--- src/pkg/gpe_pkg.sv ---
package gpe_pkg;

   localparam int ADDR_W = 8;
   localparam int DATA_W = 16;
   localparam int NUM_GPI = 5;
   localparam int NUM_MFUNC = 7;

   localparam logic [7:0] OFS_EVENT_STATUS = 8'hA8;
   localparam logic [7:0] OFS_EVENT_ENABLE = 8'hAA;
   localparam logic [7:0] OFS_PIN_INPUT_LEVELS = 8'hAC;
   localparam logic [7:0] OFS_PIN_OUTPUT_LEVELS = 8'hAE;

   localparam int BIT_VIDEO = 15;
   localparam int BIT_POWER = 11;
   localparam int BIT_VPP12 = 8;

   // writable / settable bits of status and enable, then of the output levels
   localparam logic [15:0] EVENT_MASK = 16'h891F;
   localparam logic [15:0] GPIO_MASK = 16'h001F;

   localparam logic [15:0] RST_EVENT_STATUS = 16'h0000;
   localparam logic [15:0] RST_EVENT_ENABLE = 16'h0000;
   localparam logic [15:0] RST_PIN_OUTPUT = 16'h0000;
   localparam logic [15:0] RST_RDATA = 16'h0000;

   typedef struct packed {
      logic wr;
      logic rd;
      logic [7:0] addr;
      logic [1:0] be;
      logic [15:0] wdata;
   } gpe_cfg_req_t;

   // pin mux state, owned by the configuration logic outside this block
   typedef struct packed {
      logic [6:0] event_sel;
      logic [4:0] gpi_sel;
      logic [4:0] gpo_sel;
   } gpe_pin_cfg_t;

   // socket state whose software-driven changes raise events
   typedef struct packed {
      logic video_port_enable;
      logic [3:0] power_state;
      logic vpp12_req;
   } gpe_socket_t;

endpackage

--- src/rtl/gpe_change_det.sv ---
`timescale 1ns/1ps
`default_nettype none
module gpe_change_det #(
   parameter int WIDTH = 1
) (
   input wire logic clock,
   input wire logic rst_n,
   input wire logic [WIDTH-1:0] level,
   output logic [WIDTH-1:0] changed
);
   logic [WIDTH-1:0] prev_q;
   logic armed_q;

   // first sample after reset only arms the detector, so no spurious event
   always_ff @(posedge clock or negedge rst_n)
   begin
      if (!rst_n)
      begin
         prev_q <= '0;
         armed_q <= 1'b0;
      end
      else
      begin
         prev_q <= level;
         armed_q <= 1'b1;
      end
   end

   assign changed = armed_q ? (level ^ prev_q) : '0;
endmodule
`default_nettype wire

--- src/rtl/gpe_event_io.sv ---
// Overview of operation
// - The event output stays asserted until software clears the matching status or enable bit, or the pin mux changes.
// - The event output is driven only while some multifunction pin 6..0 is set for events.
// - With enable bit 15 set, a change of the video-port enable bit raises an event.
// - With enable bit 11 set, a software change of socket power state raises an event.
// - With enable bit 8 set, a change of the 12 V programming-voltage request raises an event.
// - Enable bits 4..0 raise events on level changes of pins 5,4,2,1,0 only while set as inputs.
// - Enable bits 14..12, 10..9 and 7..5 are read-only zero.
// - Input register bits 4..0 return the present levels of pins 5,4,2,1,0; writes do nothing.
// - Bits 15..5 of the input and output registers are read-only zero.
// - Output register bits 4..0 set pins 5,4,2,1,0 while each is configured as an output.
// - Reading output register bits 4..0 returns the last written value, not the pin.
// - Status bits set on their event whatever the enable, and writing one clears them.
// - Status bit 15 is video, 11 power, 8 voltage request, 4..0 the five input pins.
`timescale 1ns/1ps
`default_nettype none
module gpe_event_io #(
   parameter int NUM_GPI = 5
) (
   input wire logic clock,
   input wire logic rst_n,
   input wire gpe_pkg::gpe_cfg_req_t cfg_req,
   output logic [15:0] cfg_rdata,
   output logic cfg_rvalid,
   input wire gpe_pkg::gpe_pin_cfg_t pin_cfg,
   input wire gpe_pkg::gpe_socket_t socket,
   input wire logic [NUM_GPI-1:0] multipin_in,
   output logic [NUM_GPI-1:0] multipin_out,
   output logic [NUM_GPI-1:0] multipin_oe,
   output logic general_event_out_n,
   output logic general_event_oe
);
   import gpe_pkg::*;

   logic [15:0] status_q;
   wire [15:0] status_d;
   logic [15:0] enable_q;
   logic [15:0] enable_d;
   logic [15:0] out_lvl_q;
   logic [15:0] out_lvl_d;
   logic [15:0] rdata_q;
   logic rvalid_q;
   logic event_n_q;
   logic event_oe_q;
   logic [NUM_GPI-1:0] pin_out_q;
   logic [NUM_GPI-1:0] pin_oe_q;

   // byte-lane write mask and decodes
   wire [15:0] lane_mask = {{8{cfg_req.be[1]}}, {8{cfg_req.be[0]}}};
   wire [15:0] wr_bits = cfg_req.wdata & lane_mask;
   wire hit_status = cfg_req.addr == OFS_EVENT_STATUS;
   wire hit_enable = cfg_req.addr == OFS_EVENT_ENABLE;
   wire hit_input = cfg_req.addr == OFS_PIN_INPUT_LEVELS;
   wire hit_output = cfg_req.addr == OFS_PIN_OUTPUT_LEVELS;
   wire wr_status = cfg_req.wr && hit_status;
   wire wr_enable = cfg_req.wr && hit_enable;
   wire wr_output = cfg_req.wr && hit_output;

   // change detection on socket state and input pin levels
   logic [5:0] sock_chg;
   logic [NUM_GPI-1:0] pin_chg;

   gpe_change_det #(
      .WIDTH(6)
   ) u_sock_det (
      .clock(clock),
      .rst_n(rst_n),
      .level({socket.video_port_enable, socket.power_state, socket.vpp12_req}),
      .changed(sock_chg)
   );

   gpe_change_det #(
      .WIDTH(NUM_GPI)
   ) u_pin_det (
      .clock(clock),
      .rst_n(rst_n),
      .level(multipin_in),
      .changed(pin_chg)
   );

   logic [15:0] event_set;
   always_comb
   begin
      event_set = '0;
      event_set[BIT_VIDEO] = sock_chg[5];
      event_set[BIT_POWER] = |sock_chg[4:1];
      event_set[BIT_VPP12] = sock_chg[0];
      event_set[NUM_GPI-1:0] = pin_chg;
   end

   // set wins over a write-one clear landing in the same cycle
   wire [15:0] status_clr = wr_status ? wr_bits : 16'h0000;

   // one sticky flag per bit; reserved positions are tied low
   for (genvar b = 0; b < DATA_W; b = b + 1)
   begin : g_flag
      if (EVENT_MASK[b])
      begin : g_live
         assign status_d[b] = event_set[b] || (status_q[b] && !status_clr[b]);
      end
      else
      begin : g_rsvd
         assign status_d[b] = 1'b0;
      end
   end

   assign enable_d = wr_enable
      ? (((enable_q & ~lane_mask) | wr_bits) & EVENT_MASK) : enable_q;
   assign out_lvl_d = wr_output
      ? (((out_lvl_q & ~lane_mask) | wr_bits) & GPIO_MASK) : out_lvl_q;

   // input pin events only count while the pin is muxed as an input
   wire [15:0] src_live;
   for (genvar b = 0; b < DATA_W; b = b + 1)
   begin : g_src
      if (b < NUM_GPI)
      begin : g_pin
         assign src_live[b] = status_q[b] && enable_q[b] && pin_cfg.gpi_sel[b];
      end
      else
      begin : g_sock
         assign src_live[b] = status_q[b] && enable_q[b];
      end
   end
   wire pending = |src_live;
   wire any_event_pin = |pin_cfg.event_sel;

   wire [15:0] in_word = {{(16-NUM_GPI){1'b0}}, multipin_in};
   wire [15:0] rd_mux =
      hit_status ? status_q :
      hit_enable ? enable_q :
      hit_input ? in_word :
      hit_output ? out_lvl_q : 16'h0000;

   always_ff @(posedge clock or negedge rst_n)
   begin
      if (!rst_n)
      begin
         status_q <= RST_EVENT_STATUS;
      end
      else
      begin
         status_q <= status_d;
      end
   end

   always_ff @(posedge clock or negedge rst_n)
   begin
      if (!rst_n)
      begin
         enable_q <= RST_EVENT_ENABLE;
      end
      else
      begin
         enable_q <= enable_d;
      end
   end

   always_ff @(posedge clock or negedge rst_n)
   begin
      if (!rst_n)
      begin
         out_lvl_q <= RST_PIN_OUTPUT;
      end
      else
      begin
         out_lvl_q <= out_lvl_d;
      end
   end

   always_ff @(posedge clock or negedge rst_n)
   begin
      if (!rst_n)
      begin
         rdata_q <= RST_RDATA;
         rvalid_q <= 1'b0;
      end
      else
      begin
         rdata_q <= cfg_req.rd ? rd_mux : RST_RDATA;
         rvalid_q <= cfg_req.rd;
      end
   end

   // outputs registered; output stays high (idle) unless a pin carries events
   always_ff @(posedge clock or negedge rst_n)
   begin
      if (!rst_n)
      begin
         event_n_q <= 1'b1;
         event_oe_q <= 1'b0;
      end
      else
      begin
         event_n_q <= ~(pending && any_event_pin);
         event_oe_q <= any_event_pin;
      end
   end

   // one flop pair per output pin; a deselected pin drops its output enable and holds its out bit low, not a stale level
   for (genvar i = 0; i < NUM_GPI; i = i + 1)
   begin : g_pin_out
      always_ff @(posedge clock or negedge rst_n)
      begin
         if (!rst_n)
         begin
            pin_out_q[i] <= 1'b0;
            pin_oe_q[i] <= 1'b0;
         end
         else
         begin
            pin_out_q[i] <= out_lvl_q[i] && pin_cfg.gpo_sel[i];
            pin_oe_q[i] <= pin_cfg.gpo_sel[i];
         end
      end
   end

   assign cfg_rdata = rdata_q;
   assign cfg_rvalid = rvalid_q;
   assign multipin_out = pin_out_q;
   assign multipin_oe = pin_oe_q;
   assign general_event_out_n = event_n_q;
   assign general_event_oe = event_oe_q;
endmodule
`default_nettype wire

--- config.mk ---
export PLATFORM = sky130hd
export DESIGN_NAME = gpe_event_io
export DESIGN_NICKNAME = d
export VERILOG_FILES = /design/src/pkg/gpe_pkg.sv /design/src/rtl/gpe_change_det.sv /design/src/rtl/gpe_event_io.sv
export SDC_FILE = /design/constraint.sdc
export NUM_CORES = 1
export LEC_CHECK = 0
export BUFFER_PORTS_ARGS = -buffer_cell sky130_fd_sc_hd__buf_2
export CORE_MARGIN = 4
export CORE_UTILIZATION = 44
export DETAILED_ROUTE_END_ITERATION = 6
export PLACE_DENSITY = 0.76
export SETUP_SLACK_MARGIN = 0.1
export SLEW_MARGIN = 20
export SYNTH_ARGS = -nofsm -noshare
export SYNTH_HDL_FRONTEND = slang
export SYNTH_SLANG_ARGS = --single-unit
--- constraint.sdc ---
create_clock -name clock -period 1.1 [get_ports clock]
set_input_delay 0.11 -clock clock [delete_from_list [all_inputs] [get_ports clock]]
set_output_delay 0.11 -clock clock [all_outputs]
set_load 0.02 [all_outputs]
==> reports/qor.csv <==
metric,value,unit
critPathArrivalTime,1.49,ns
multi_input_area,0.00109,mm^2
cts.clk_slew.worst_paths,0.09,ns
p_leak,0.00184,uW
fin_nets,353,
combinationalPowerShare,15.1,%
cts_buffer_depth,2,
clock_sinks,54,
wl_met2,2910,um
cts_buffers,5,
fillers,376,
dp_hpwl,3890,um
mostFrequentLayoutCells,"buf_2, dfrtp_1, buf_4, dlygate4sd3_1",
worst_hold_startpoint,pin_cfg[16],
ios,87,
met1Wirelength,2380,um
p_sw,977,uW
drc,0,
cts_tree,done,
timing.rr.end,general_event_out_n,
grtUsageTotal,18.4,%
synth_edf_count,0,
max_cap_viol_count,0,
die_h,80.4,um
synth.distinct_cells,30,
drtPass1Iterations,4,
portBuffers,70,
grt_pass1_vias,1871,
fmaxAchievable,777,MHz
violations,setup timing,
antenna_found_initial,0,
antenna_cells,0,
finalSetupTns,-2.32,ns
num_rows,26,
peakVddDrop,778,uV
seq_area,0.00135,mm^2
grt_pass1_wl,8880,um
reg2regPathDepth,3,
critical_path_class,in -> reg,
synthArstFlopShare,100,%
synth_area,0.00231,mm^2
synthCells,184,
syn2layout_area_growth,48.7,%
clockRootBuffer,clkbuf_8,
r2r_slack,-0.13,ns
swShare,25.7,%
crit_path_end_kind,flop,
finalHoldViolCount,0,
synth.avg_cell_area,12.5,um^2
dr_wl_met3,315,um
startpoint,cfg_req[24],
p_int,2820,uW
rsz0062_at_grt,true,
synth_seq_cells,54,
setup_slack,-0.187,ns
vias_per_cell,5.06,
cp_data_required_time,1.30,ns
hold_path_class,in -> reg,
yosys_warnings,0,
period_minus_slack,1.29,ns
htree_levels,2,
p_clk_share,30.4,%
synth_ff_type,dfrtp_1,
setup_viol,21,
power_density,1110,mW/mm^2
startpoint_type,input port,
dieWidth,80.4,um
grt_max_degree,55,
fin_skew,0.00499,ns
routedWlPerCell,15.9,um
overflow,0,
fp.coreArea,0.00511,mm^2
hold_depth,3,
power_frac_seq,54.5,%
routed.top_layer,met4,
die_area,0.00647,mm^2
totalWireLength,5810,um
layout_commonest_cell,buf_2,
outcome,finished with violations,
drive_gt1_share,47.3,%
clkLatencyLatePin,0.31,ns
maxSlewViolCount,0,
gp_congestion,0.886,
post-route-period-util,117,%
initial_utilization,45.2,%
yosysSeqAreaShare,58.6,%
ant_nets,0,
drt_iter0_drc,127,
vias,1852,
r2r_start,status_q[8],
finalPower,3800,uW
path_max_fanout,5,
-- worst max-delay path: stages --
cell and delay (ns):
buf_6 0.09, or4b_4 0.60, nor3_4 0.30, mux2_2 0.38
-- through the flow --
stage	hold slack [ns]	cell area [um^2]	worst slack (ns)	util, %	std cells
after CTS	0.0162	3270	-0.143	64.1	361
after global routing	0.0154	3430	-0.219	67.2	366
after global placement	0.125	2910	-0.469	57.1	334
after detailed placement	0.129	2910	-0.485	57.1	334
after floorplan	-0.186	2430	-0.369	-	191
final	0.0187	3430	-0.187	67.2	366
-- per-layer routing --
metal  global-route usage [%]  up-vias
met4                     10.6        0
li1                         -      864
met5                        0        -
met1                     22.6      900
met3                     3.14       15
met2                     30.5       73
-- cell families (layout without fill, tap and decap cells) --
family                 Yosys count  after routing  share of synthesized area [%]
multiplexers                    21             21                           10.6
AND/OR/NAND/NOR                 57             57                           13.9
XOR/XNOR                        11             11                           4.17
flip-flops                      54             54                           58.6
AO/OA/AOI/OAI                   21             21                           7.86
buffers and inverters           18            123                           4.55
other                            2              9                          0.325
-- cells in the mapped netlist (6+ instances only) --
| library cell | instances | area, um^2 |
|---|---|---|
| dfrtp_1 | 53 | 1330 |
| nand3_1 | 17 | 85.1 |
| nand2_1 | 16 | 60.1 |
| xor2_1 | 11 | 96.3 |
| o41ai_1 | 9 | 78.8 |
| buf_4 | 8 | 60.1 |
| mux2_2 | 8 | 90.1 |
| mux2i_1 | 8 | 80.1 |
| buf_2 | 6 | 30.0 |
-- power groups by stage --
stage / combinational (uW) / sequential [uW] / clock, uW
floorplan: 209 / 2130 / 0
global placement: 445 / 2110 / 0
detailed placement: 453 / 2110 / 0
CTS: 529 / 2070 / 1180
global route: 629 / 2080 / 1270
finish: 573 / 2070 / 1160
-- worst min path at each step --
| stage | to | slack, ns |
|---|---|---|
| finish | general_event_oe | 0.02 |
| global route | general_event_oe | 0.02 |
| CTS | general_event_oe | 0.02 |
| detailed placement | multipin_oe[2] | 0.13 |
| global placement | multipin_out[2] | 0.12 |
| floorplan | asynchronous set/reset pin | -0.19 |
-- what timing repair did --
action | CTS | global route
hold endpoints to repair | 70 | 0
hold buffers | 18 | 0
pin swaps | 9 | 11
buffers inserted | 1 | 5
endpoints found under the setup margin | 31 | 31
cloned | 0 | 0
gates resized for setup | 15 | 18
-- layout make-up --
class | count | share of cell area (%)
sequential | 54 | 39.4
multi-input combinational | 119 | 31.7
clock inverter | 2 | 0.364
timing repair buffer | 115 | 23.6
tap | 70 | 2.55
clock buffer | 6 | 2.41
No activity file was read; power rests on OpenSTA's default activity.
